==> config.mk <==
export PLATFORM = sky130hd
export DESIGN_NAME = coc_top
export DESIGN_NICKNAME = d
export VERILOG_FILES = /design/src/hw/coc_pkg.sv /design/src/hw/coc_top.sv
export SDC_FILE = /design/constraint.sdc
export NUM_CORES = 2
export LEC_CHECK = 0
export BUFFER_PORTS_ARGS = -buffer_cell sky130_fd_sc_hd__buf_4
export CAP_MARGIN = 20
export CORE_UTILIZATION = 45
export CTS_CLUSTER_DIAMETER = 150
export DETAILED_ROUTE_END_ITERATION = 12
export SETUP_SLACK_MARGIN = 0.1
export SLEW_MARGIN = 0
export SYNTH_ARGS = -nofsm -noshare
export SYNTH_HDL_FRONTEND = slang
export SYNTH_SLANG_ARGS = --single-unit
==> constraint.sdc <==
create_clock -name hclk -period 164.4 [get_ports hclk]
set_input_delay 0 -clock hclk [delete_from_list [all_inputs] [get_ports hclk]]
set_output_delay 0 -clock hclk [all_outputs]
set_load 0.01 [all_outputs]
==> src/hw/coc_pkg.sv <==
/*
 * Constants, register map and state codes of the control output conditioner.
 * Assumes a 25 MHz bus clock and manipulated values in units of 0.1 percent.
 */
package coc_pkg;
    // ==========================================================
    // Register byte offsets
    localparam logic [7:0] ADDR_CTRL = 8'h00;
    localparam logic [7:0] ADDR_MV_IN = 8'h04;
    localparam logic [7:0] ADDR_LIMIT = 8'h08;
    localparam logic [7:0] ADDR_RATE = 8'h0C;
    localparam logic [7:0] ADDR_STOP_MV = 8'h10;
    localparam logic [7:0] ADDR_SPLIT = 8'h14;
    localparam logic [7:0] ADDR_HYST = 8'h18;
    localparam logic [7:0] ADDR_VALVE = 8'h1C;
    localparam logic [7:0] ADDR_VALVE_CFG = 8'h20;
    localparam logic [7:0] ADDR_DEV = 8'h24;
    localparam logic [7:0] ADDR_STATUS = 8'h28;
    localparam logic [7:0] ADDR_OUTS = 8'h2C;
    // ==========================================================
    // Control register field positions
    localparam int CTRL_METHOD = 0;
    localparam int CTRL_ONOFF = 2;
    localparam int CTRL_VALVE = 3;
    localparam int CTRL_RUN = 4;
    localparam int CTRL_MANUAL = 5;
    localparam int CTRL_PVERR = 6;
    localparam int CTRL_AT_RUN = 7;
    localparam int CTRL_AT40 = 8;
    localparam int CTRL_PD = 9;
    localparam int CTRL_CAL = 10;
    // ==========================================================
    // Methods and valve actions
    localparam logic [1:0] METH_HEAT = 2'h0;
    localparam logic [1:0] METH_COOL = 2'h1;
    localparam logic [1:0] METH_SPLIT = 2'h2;
    localparam logic [1:0] ACT_OPEN = 2'h0;
    localparam logic [1:0] ACT_CLOSE = 2'h1;
    localparam logic [1:0] ACT_HOLD = 2'h2;
    // ==========================================================
    // Reset values and scales
    localparam logic signed [15:0] MV_FULL = 16'sh03E8;
    localparam logic signed [15:0] UP_LIM_RST = 16'sh03E8;
    localparam logic signed [15:0] LO_LIM_RST = -16'sh03E8;
    localparam logic signed [15:0] NZ_RST = 16'sh0000;
    localparam logic signed [15:0] STOP_MV_RST = 16'sh0000;
    localparam logic [15:0] GAIN_ONE = 16'h0064;
    localparam logic [15:0] TRAVEL_RST = 16'h001E;
    localparam logic [15:0] VALVE_DB_RST = 16'h0014;
    // ==========================================================
    // Timing
    localparam int CLK_HZ = 25000000;
    localparam int TICK_SEC = 1;
    localparam int TICK_CYC = CLK_HZ * TICK_SEC;
    // Calibration sequencer, one-hot
    typedef enum logic [2:0] {
        CAL_IDLE = 3'b001,
        CAL_SHUT = 3'b010,
        CAL_SWEEP = 3'b100
    } coc_cal_e;
endpackage : coc_pkg

==> src/hw/coc_top.sv <==
/*
 * Output conditioner: method routing, neutral zone, cooling gain, ON/OFF,
 * valve drive, clamp and rate limit, with an AHB-Lite register slave.
 * Assumes synchronous inputs, a single clock and zero-wait bus transfers.
 */
// Register access over AHB-Lite and the address map were left to the implementer.
`timescale 1ns/1ns
`default_nettype none
module coc_top #(
    parameter int TICK_CYCLES = coc_pkg::TICK_CYC
) (
    // Clock, reset, enable
    input wire logic hclk,
    input wire logic hresetn,
    input wire logic ce,
    // AHB-Lite slave
    input wire logic hsel,
    input wire logic [31:0] haddr,
    input wire logic [1:0] htrans,
    input wire logic hwrite,
    input wire logic [2:0] hsize,
    input wire logic [31:0] hwdata,
    input wire logic hready,
    output logic [31:0] hrdata,
    output logic hreadyout,
    output logic hresp,
    // Valve position feedback, 0..1000
    input wire logic [15:0] valve_pos,
    // Actuator outputs
    output logic [15:0] heat_mv,
    output logic [15:0] cool_mv,
    output logic heat_on,
    output logic cool_on,
    output logic valve_open,
    output logic valve_close,
    output logic action_direction,
    // Feature enables to neighbouring blocks
    output logic loop_break_alarm_en,
    output logic heater_open_alarm_en,
    output logic at40_en,
    output logic pd_en
);
    import coc_pkg::*;

    typedef struct packed {
        logic [10:0] ctrl;
        logic signed [15:0] mv_in;
        logic signed [15:0] up_lim;
        logic signed [15:0] lo_lim;
        logic [15:0] rate;
        logic signed [15:0] stop_mv;
        logic signed [15:0] err_mv;
        logic signed [15:0] neutral_zone_width;
        logic [15:0] cool_gain;
        logic [15:0] heat_hyst;
        logic [15:0] cool_switch_hyst;
        logic [15:0] travel;
        logic [15:0] valve_db;
        logic [15:0] oc_hyst;
        logic [1:0] stop_act;
        logic [1:0] err_act;
        logic signed [15:0] dev;
        logic signed [15:0] out_mv;
        logic [15:0] heat_mv;
        logic [15:0] cool_mv;
        logic heat_on;
        logic cool_on;
        logic v_open;
        logic v_close;
        logic dir;
        logic [3:0] feat;
        logic [24:0] tick_cnt;
        logic tick;
        coc_cal_e cal;
        logic [15:0] cal_secs;
        logic wr_pend;
        logic [7:0] wr_addr;
        logic [31:0] hrdata;
    } coc_state_s;

    coc_state_s s_r, s_nxt;

    // Saturate a wide value into a signed range
    function automatic logic signed [15:0] clamp(input logic signed [31:0] v,
            input logic signed [15:0] lo, input logic signed [15:0] hi);
        if (v > 32'(hi)) begin
            return hi;
        end else if (v < 32'(lo)) begin
            return lo;
        end
        return v[15:0];
    endfunction : clamp

    // Register read mux, fed with the already updated copy
    function automatic logic [31:0] rd(input coc_state_s s, input logic [7:0] a);
        unique case (a)
            ADDR_CTRL: rd = {21'h0, s.ctrl};
            ADDR_MV_IN: rd = {16'h0, s.mv_in};
            ADDR_LIMIT: rd = {s.lo_lim, s.up_lim};
            ADDR_RATE: rd = {16'h0, s.rate};
            ADDR_STOP_MV: rd = {s.err_mv, s.stop_mv};
            ADDR_SPLIT: rd = {s.cool_gain, s.neutral_zone_width};
            ADDR_HYST: rd = {s.cool_switch_hyst, s.heat_hyst};
            ADDR_VALVE: rd = {s.valve_db, s.travel};
            ADDR_VALVE_CFG: rd = {12'h0, s.err_act, s.stop_act, s.oc_hyst};
            ADDR_DEV: rd = {16'h0, s.dev};
            ADDR_STATUS: rd = {11'h0, s.cal != CAL_IDLE, s.v_close, s.v_open,
                               s.cool_on, s.heat_on, s.out_mv};
            ADDR_OUTS: rd = {s.cool_mv, s.heat_mv};
            default: rd = 32'h0000_0000;
        endcase
    endfunction : rd

    // Working signals of the output path
    logic split, valve, run, manual, pverr, onoff_act, rate_act, clamp_act;
    logic signed [15:0] half, rated, lim, lo_rng, e_valve;
    logic signed [31:0] step_lo, step_hi, cool_w;
    logic [1:0] act;

    // ==========================================================
    // Next-state logic
    always_comb begin
        s_nxt = s_r;
        // Bus data phase write, then address phase capture
        if (s_r.wr_pend) begin
            unique case (s_r.wr_addr)
                ADDR_CTRL: s_nxt.ctrl = hwdata[10:0];
                ADDR_MV_IN: s_nxt.mv_in = hwdata[15:0];
                ADDR_LIMIT: {s_nxt.lo_lim, s_nxt.up_lim} = hwdata;
                ADDR_RATE: s_nxt.rate = hwdata[15:0];
                ADDR_STOP_MV: {s_nxt.err_mv, s_nxt.stop_mv} = hwdata;
                ADDR_SPLIT: {s_nxt.cool_gain, s_nxt.neutral_zone_width} = hwdata;
                ADDR_HYST: {s_nxt.cool_switch_hyst, s_nxt.heat_hyst} = hwdata;
                ADDR_VALVE: {s_nxt.valve_db, s_nxt.travel} = hwdata;
                ADDR_VALVE_CFG: {s_nxt.err_act, s_nxt.stop_act, s_nxt.oc_hyst} = hwdata[19:0];
                ADDR_DEV: s_nxt.dev = hwdata[15:0];
                default: s_nxt.ctrl = s_nxt.ctrl; // Unmapped or read-only: ignored
            endcase
        end
        s_nxt.wr_pend = hsel && hready && htrans[1] && hwrite;
        s_nxt.wr_addr = haddr[7:0];
        if (hsel && hready && htrans[1] && !hwrite) begin
            s_nxt.hrdata = (haddr[31:8] == 24'h0) ? rd(s_nxt, haddr[7:0]) : 32'h0000_0000;
        end
        if (s_nxt.wr_pend && haddr[31:8] != 24'h0) begin
            s_nxt.wr_pend = 1'b0;
        end

        // One-second tick from the bus clock
        s_nxt.tick = (s_r.tick_cnt == 25'(TICK_CYCLES - 1));
        s_nxt.tick_cnt = s_nxt.tick ? 25'h0 : s_r.tick_cnt + 25'h1;

        // Operating conditions
        split = (s_r.ctrl[CTRL_METHOD +: 2] == METH_SPLIT);
        valve = s_r.ctrl[CTRL_VALVE];
        run = s_r.ctrl[CTRL_RUN];
        manual = s_r.ctrl[CTRL_MANUAL];
        pverr = s_r.ctrl[CTRL_PVERR];
        onoff_act = s_r.ctrl[CTRL_ONOFF] && !valve;
        rate_act = !(onoff_act || manual || !run || pverr || s_r.ctrl[CTRL_AT_RUN]);
        clamp_act = !(onoff_act || manual || !run || pverr || valve);
        half = s_r.neutral_zone_width >>> 1;
        lo_rng = split ? -MV_FULL : 16'sh0000;

        // Rate limiter moves at most one step per tick, then clamp
        step_lo = 32'(s_r.out_mv) - 32'(s_r.rate);
        step_hi = 32'(s_r.out_mv) + 32'(s_r.rate);
        if (rate_act && s_r.rate != 16'h0) begin
            // Step bounds saturate first so a wrap cannot invert the window
            rated = s_r.tick ? clamp(32'(s_r.mv_in), clamp(step_lo, -MV_FULL, MV_FULL),
                    clamp(step_hi, -MV_FULL, MV_FULL)) : s_r.out_mv;
        end else begin
            rated = s_r.mv_in;
        end
        lim = clamp(32'(rated), lo_rng, MV_FULL);
        if (clamp_act) begin
            lim = clamp(32'(lim), s_r.lo_lim, s_r.up_lim);
        end
        if (!run) begin
            lim = s_r.stop_mv;
        end else if (pverr) begin
            lim = s_r.err_mv;
        end
        s_nxt.out_mv = lim;

        // Route the signed value to heat and cool outputs
        s_nxt.dir = (s_r.ctrl[CTRL_METHOD +: 2] == METH_COOL);
        cool_w = 32'h0;
        if (valve) begin
            s_nxt.heat_mv = 16'h0;
            s_nxt.cool_mv = 16'h0;
        end else if (!run || pverr) begin
            s_nxt.heat_mv = lim > 0 ? lim : 16'h0;
            s_nxt.cool_mv = (split && lim < 0) ? -lim : 16'h0;
        end else if (split) begin
            s_nxt.heat_mv = clamp(32'(lim) - 32'(half), 16'sh0000, MV_FULL);
            // Signed arithmetic throughout: heating values must give a negative cool term
            cool_w = (-32'(lim) - 32'(half)) * $signed(32'(GAIN_ONE));
            cool_w = cool_w / $signed(32'((s_r.cool_gain == 16'h0) ? 16'h1 : s_r.cool_gain));
            s_nxt.cool_mv = clamp(cool_w, 16'sh0000, MV_FULL);
        end else begin
            s_nxt.heat_mv = lim > 0 ? lim : 16'h0;
            s_nxt.cool_mv = 16'h0;
        end

        // ON/OFF switching with hysteresis on the deviation
        s_nxt.heat_on = 1'b0;
        s_nxt.cool_on = 1'b0;
        if (onoff_act && run && !pverr) begin
            if (split) begin
                s_nxt.heat_on = s_r.heat_on ? (s_r.dev > half) :
                        (32'(s_r.dev) >= 32'(half) + $signed(32'(s_r.heat_hyst)));
                s_nxt.cool_on = s_r.cool_on ? (-s_r.dev > half) :
                        (-32'(s_r.dev) >= 32'(half) + $signed(32'(s_r.cool_switch_hyst)));
            end else if (s_nxt.dir) begin
                s_nxt.heat_on = s_r.heat_on ? (s_r.dev < 0) :
                        (-32'(s_r.dev) >= $signed(32'(s_r.heat_hyst)));
            end else begin
                s_nxt.heat_on = s_r.heat_on ? (s_r.dev > 0) :
                        (32'(s_r.dev) >= $signed(32'(s_r.heat_hyst)));
            end
            s_nxt.heat_mv = s_nxt.heat_on ? MV_FULL : 16'h0;
            s_nxt.cool_mv = s_nxt.cool_on ? MV_FULL : 16'h0;
        end

        // Valve drive: dead band with open/close hysteresis
        e_valve = lim - $signed(valve_pos);
        act = !run ? s_r.stop_act : s_r.err_act;
        s_nxt.v_open = 1'b0;
        s_nxt.v_close = 1'b0;
        if (valve && (!run || pverr)) begin
            s_nxt.v_open = (act == ACT_OPEN);
            s_nxt.v_close = (act == ACT_CLOSE);
        end else if (valve) begin
            s_nxt.v_open = s_r.v_open ? (32'(e_valve) > $signed(32'(s_r.valve_db))
                    - $signed(32'(s_r.oc_hyst))) :
                    (e_valve > $signed(s_r.valve_db));
            s_nxt.v_close = s_r.v_close ? (-32'(e_valve) > $signed(32'(s_r.valve_db))
                    - $signed(32'(s_r.oc_hyst))) :
                    (-e_valve > $signed(s_r.valve_db));
        end

        // Calibration: close fully, then count seconds to full open
        unique case (s_r.cal)
            CAL_IDLE: begin
                if (s_r.ctrl[CTRL_CAL] && valve) begin
                    s_nxt.cal = CAL_SHUT;
                end
            end
            CAL_SHUT: begin
                s_nxt.v_open = 1'b0;
                s_nxt.v_close = 1'b1;
                s_nxt.cal_secs = 16'h0;
                if (valve_pos == 16'h0) begin
                    s_nxt.cal = CAL_SWEEP;
                end
            end
            CAL_SWEEP: begin
                s_nxt.v_open = 1'b1;
                s_nxt.v_close = 1'b0;
                if (s_r.tick) begin
                    s_nxt.cal_secs = s_r.cal_secs + 16'h1;
                end
                if ($signed(valve_pos) >= MV_FULL) begin
                    s_nxt.travel = (s_r.cal_secs == 16'h0) ? 16'h1 : s_r.cal_secs;
                    s_nxt.cal = CAL_IDLE;
                end
            end
        endcase
        if (s_r.ctrl[CTRL_CAL] && !s_r.wr_pend) begin
            s_nxt.ctrl[CTRL_CAL] = 1'b0; // Self-clearing start bit
        end

        // Features that valve variants switch off
        s_nxt.feat = valve ? 4'h0 : {1'b1, 1'b1, s_r.ctrl[CTRL_AT40] && !split,
                s_r.ctrl[CTRL_PD]};
    end

    // ==========================================================
    // State register
    always_ff @(posedge hclk or negedge hresetn) begin
        if (!hresetn) begin
            s_r <= '0;
            s_r.ctrl[CTRL_METHOD +: 2] <= METH_HEAT;
            s_r.ctrl[CTRL_RUN] <= 1'b1;
            s_r.up_lim <= UP_LIM_RST;
            s_r.lo_lim <= LO_LIM_RST;
            s_r.stop_mv <= STOP_MV_RST;
            s_r.err_mv <= STOP_MV_RST;
            s_r.neutral_zone_width <= NZ_RST;
            s_r.cool_gain <= GAIN_ONE;
            s_r.travel <= TRAVEL_RST;
            s_r.valve_db <= VALVE_DB_RST;
            s_r.stop_act <= ACT_HOLD;
            s_r.err_act <= ACT_HOLD;
            s_r.cal <= CAL_IDLE;
        end else if (ce) begin
            s_r <= s_nxt;
        end
    end

    // Outputs straight from the state flops; hreadyout and hresp are constants
    assign hrdata = s_r.hrdata;
    assign hreadyout = 1'b1;
    assign hresp = 1'b0;
    assign heat_mv = s_r.heat_mv;
    assign cool_mv = s_r.cool_mv;
    assign heat_on = s_r.heat_on;
    assign cool_on = s_r.cool_on;
    assign valve_open = s_r.v_open;
    assign valve_close = s_r.v_close;
    assign action_direction = s_r.dir;
    assign {heater_open_alarm_en, loop_break_alarm_en, at40_en, pd_en} = s_r.feat;

    // ==========================================================
    // Checks
    a_valve_excl: assert property (@(posedge hclk) disable iff (!hresetn)
        !(valve_open && valve_close)) else $error("valve opened and closed together");
    a_valve_feat: assert property (@(posedge hclk) disable iff (!hresetn)
        ce && s_r.ctrl[CTRL_VALVE] |=> !loop_break_alarm_en && !heater_open_alarm_en)
        else $error("alarm enabled in valve mode");
    a_stop_route: assert property (@(posedge hclk) disable iff (!hresetn)
        ce && !s_r.ctrl[CTRL_RUN] && !s_r.ctrl[CTRL_VALVE] && s_r.stop_mv < 0 |=> heat_mv == 0)
        else $error("negative stop value reached heat output");
    a_stop_zero: assert property (@(posedge hclk) disable iff (!hresetn)
        ce && !s_r.ctrl[CTRL_RUN] && s_r.stop_mv == 0 && !s_r.ctrl[CTRL_ONOFF] |=>
        heat_mv == 0 && cool_mv == 0) else $error("outputs driven with zero stop value");
    a_clamp_hi: assert property (@(posedge hclk) disable iff (!hresetn)
        ce && clamp_act |=> s_r.out_mv <= $past(s_r.up_lim))
        else $error("output above upper limit");
    a_rate_step: assert property (@(posedge hclk) disable iff (!hresetn)
        ce && rate_act && s_r.rate != 0 |=>
        (s_r.out_mv - $past(s_r.out_mv) <= $signed($past(s_r.rate))))
        else $error("rate step too large");
    a_rate_hold: assert property (@(posedge hclk) disable iff (!hresetn)
        ce && rate_act && s_r.rate != 0 && !s_r.tick |=> $stable(s_r.out_mv))
        else $error("output moved between ticks");
    a_onoff_three: assert property (@(posedge hclk) disable iff (!hresetn)
        !(heat_on && cool_on)) else $error("heat and cool both on");
    a_onoff_pid: assert property (@(posedge hclk) disable iff (!hresetn)
        ce && s_r.ctrl[CTRL_VALVE] |=> !heat_on && !cool_on)
        else $error("on/off active in valve mode");
endmodule : coc_top
`default_nettype wire

==> results.sh <==
export IMPL_cts_root_buffer_cell="clkbuf_16"
export IMPL_grt_busiest_layer="met2"
export IMPL_synth_nets=10718
export IMPL_r2r_cells=688
export IMPL_antenna_found_initial=18
export IMPL_setup_viol_count_final=0
export IMPL_dieArea_mm2=0.162
export IMPL_cts_clk_slew_worst_paths_ps=60
export IMPL_worstPathMaxFanout=35
export IMPL_cp_slowest_cell="o21ai_1"
export IMPL_synthCells=9706
export IMPL_cp_num_buf_inv=38
export IMPL_r2r_slack_ps=18400
export IMPL_post_cts_resized=0
export IMPL_clock_fmax_mhz=6.85
export IMPL_cp_required_ps=164860
export IMPL_clock_skew_ps=63.4
export IMPL_synthAdderAreaFrac=0.162
export IMPL_yosysMostFrequentCell="a21oi_1"
export IMPL_whs_ps=-9.32
export IMPL_htreeDepth=2
export IMPL_cts_sinks=381
export IMPL_cts_buffers=44
export IMPL_critPathKind="register to register"
export IMPL_path_delay_family="compound AO/OA/AOI/OAI gates"
export IMPL_hold_viol=3
export IMPL_io_buffers=159
export IMPL_grtUsageMet2=0.526
export IMPL_ys_seq_area_frac=0.132
export IMPL_clock_path_buffers=3
export IMPL_syn2layout_area_growth_pct=6.76
export IMPL_status="finished with violations"
export IMPL_grt_max_degree=167
export IMPL_layout_cells_non_filler=11768
export IMPL_yosysWarnings=0
export IMPL_worstSkewPairLatency_ps=650
export IMPL_rsz0062_at_grt="false"
export IMPL_avgSynthCellArea_um2=7.45
export IMPL_synth_top_family_by_area="compound AO/OA/AOI/OAI gates"
export IMPL_drc=0
export IMPL_cp_end_kind="register"
export IMPL_synth_ff_type="dfrtp_1"
export IMPL_tns_ps=0
export IMPL_finalCritPeriodShare=0.888
export IMPL_dp_cells=11632
export IMPL_yosysUniqueCellTypes=144
export IMPL_grt_pass1_wl_um=434000
export IMPL_use_met3=0.0601
export IMPL_min_period_ps=146000
export IMPL_synth_top_area_share=0.156
export IMPL_fill_cells=15915
export IMPL_row_count=146
export IMPL_dp_hpwl_um=231000
export IMPL_synthXorXnorAreaFrac=0.0919
export IMPL_timing_rr_start="s_r[308]"
export IMPL_grt_overflow=0
export IMPL_yosysTopAreaCell="ha_1"
export IMPL_cpPeakStageDelay_ps=830
export IMPL_layout_drive_gt1_share=0.0960
export IMPL_routed_wl_um=291000
export IMPL_violations="negative hold slack"
export IMPL_syn_area_mm2=0.0723
export IMPL_slew_violations=0
export IMPL_cp_startpoint="s_r[308]"
export IMPL_ant_nets=0
export IMPL_drt_initial_drc_count=7275
export IMPL_start_util=0.455
export IMPL_synth_edf_count=0
export IMPL_dieWidth_um=403
export IMPL_via_count=74640
export IMPL_ys_ff_latch=381
export IMPL_grtUsageTotal=0.345
export IMPL_cts_tree="built"
export IMPL_worst_pin_slew_ps=1140
export IMPL_ys_async_sr_fraction=1.00
export IMPL_muxShareOfSynthArea=0.0759
export IMPL_routed_via_density=6.34
export IMPL_ios=166
export IMPL_synth_compound_area_frac=0.253
export IMPL_placeableCoreArea_mm2=0.159
export IMPL_synthSimpleGateAreaFrac=0.230
export IMPL_min_path_type="input pin to asynchronous set/reset pin"
export IMPL_synth_area_top_cells="ha_1 (16%), dfrtp_1 (12%), a21oi_1 (6.7%)"
export IMPL_fin_nets=10665
export IMPL_reg2reg_to="cool_mv[7]"
export IMPL_startpoint_type="register"
export IMPL_routabilityCongestion=1.01
export IMPL_first_pass_iters=6
export IMPL_grt_pass1_vias=69993
export IMPL_maxCapViolations=0
export IMPL_crit_arrival_ps=146460
export IMPL_max_slew_margin=0.242
export IMPL_use_met1=0.471
export IMPL_crit_top_cell="a21oi_1"
export IMPL_die_h_um=403
export IMPL_routedWlPerCell_um=24.7
export IMPL_ys_top_cells_by_count="a21oi_1 (963), nor2_1 (927), nand2_1 (905), ha_1 (899), o21ai_0 (519)"
[per-stage QoR]
stage / worst slack (ps) / cell area [µm²] / util
6_report: 18400 / 77200 / 0.486
5_1_grt: 6230 / 77200 / 0.486
4_1_cts: 20650 / 77200 / 0.485
3_5_place_dp: 21150 / 75200 / 0.473
3_3_place_gp: 22490 / 75200 / 0.473
2_1_floorplan: 39770 / 72300 / -
[placed cells by master (no fill, tap or decap), types with 309 or more instances in the layout]
cell / netlist / final
a21oi_1: 963 / 959
nor2_1: 927 / 917
nand2_1: 905 / 904
ha_1: 899 / 899
o21ai_0: 519 / 516
inv_1: 464 / 460
xnor2_1: 444 / 443
dfrtp_1: 354 / 354
a21o_1: 310 / 310
buf_4: 94 / 309
[repair_timing]
action,4_1_cts,5_1_grt
endpoints found under the hold margin,351,0
hold buffers,45,0
setup buffers,0,0
[area by class of cell]
class                           count  area [µm²]  area share
Clock buffer                       57        1200      0.0155
Antenna cell                        9        22.5    0.000292
Multi-Input combinational cell   8395       58900       0.763
Sequential cell                   381        9570       0.124
Timing Repair Buffer              359        2820      0.0365
Inverter                          472        1770      0.0230
Tap cell                         2072        2590      0.0336
Clock inverter                     23         282     0.00365
[registers in the layout (all words and copies together), names as in the netlist, 15 cells and up]
signal,count
heat_mv,16
half,15
s_r,291
hrdata,32
cool_mv,16
[how the worst max path moves through the flow]
stage | to | slack [ps] | depth (start not counted)
after global routing | cool_mv[6] | 6230 | 695
after global placement | cool_mv[1] | 22490 | 685
final | cool_mv[7] | 18400 | 688
after floorplan | cool_mv[1] | 39770 | 1173
after detailed placement | cool_mv[1] | 21150 | 685
after CTS | cool_mv[1] | 20650 | 686
[routing by layer]
layer  routed length [µm]  share of wire  vias to the layer above
li1                     -              -                    35310
met1               128000           0.44                    35716
met2               123000           0.42                     3009
met3                24100          0.083                      587
met4                15600          0.054                       18
met5                  112        0.00039                        -
[logic make-up (layout without fill, tap and decap cells)]
family | count (synthesis) | count (layout)
other | 2 | 11
flip-flops | 381 | 381
AND/OR/NAND/NOR | 3367 | 3367
multiplexers | 507 | 507
XOR/XNOR | 745 | 745
buffers and inverters | 930 | 911
AO/OA/AOI/OAI | 2853 | 2853
adder cells (fa/ha/maj) | 921 | 921
Power is not shown: default switching activity piles up to over one toggle a cycle in this logic, so the estimate is an artifact.
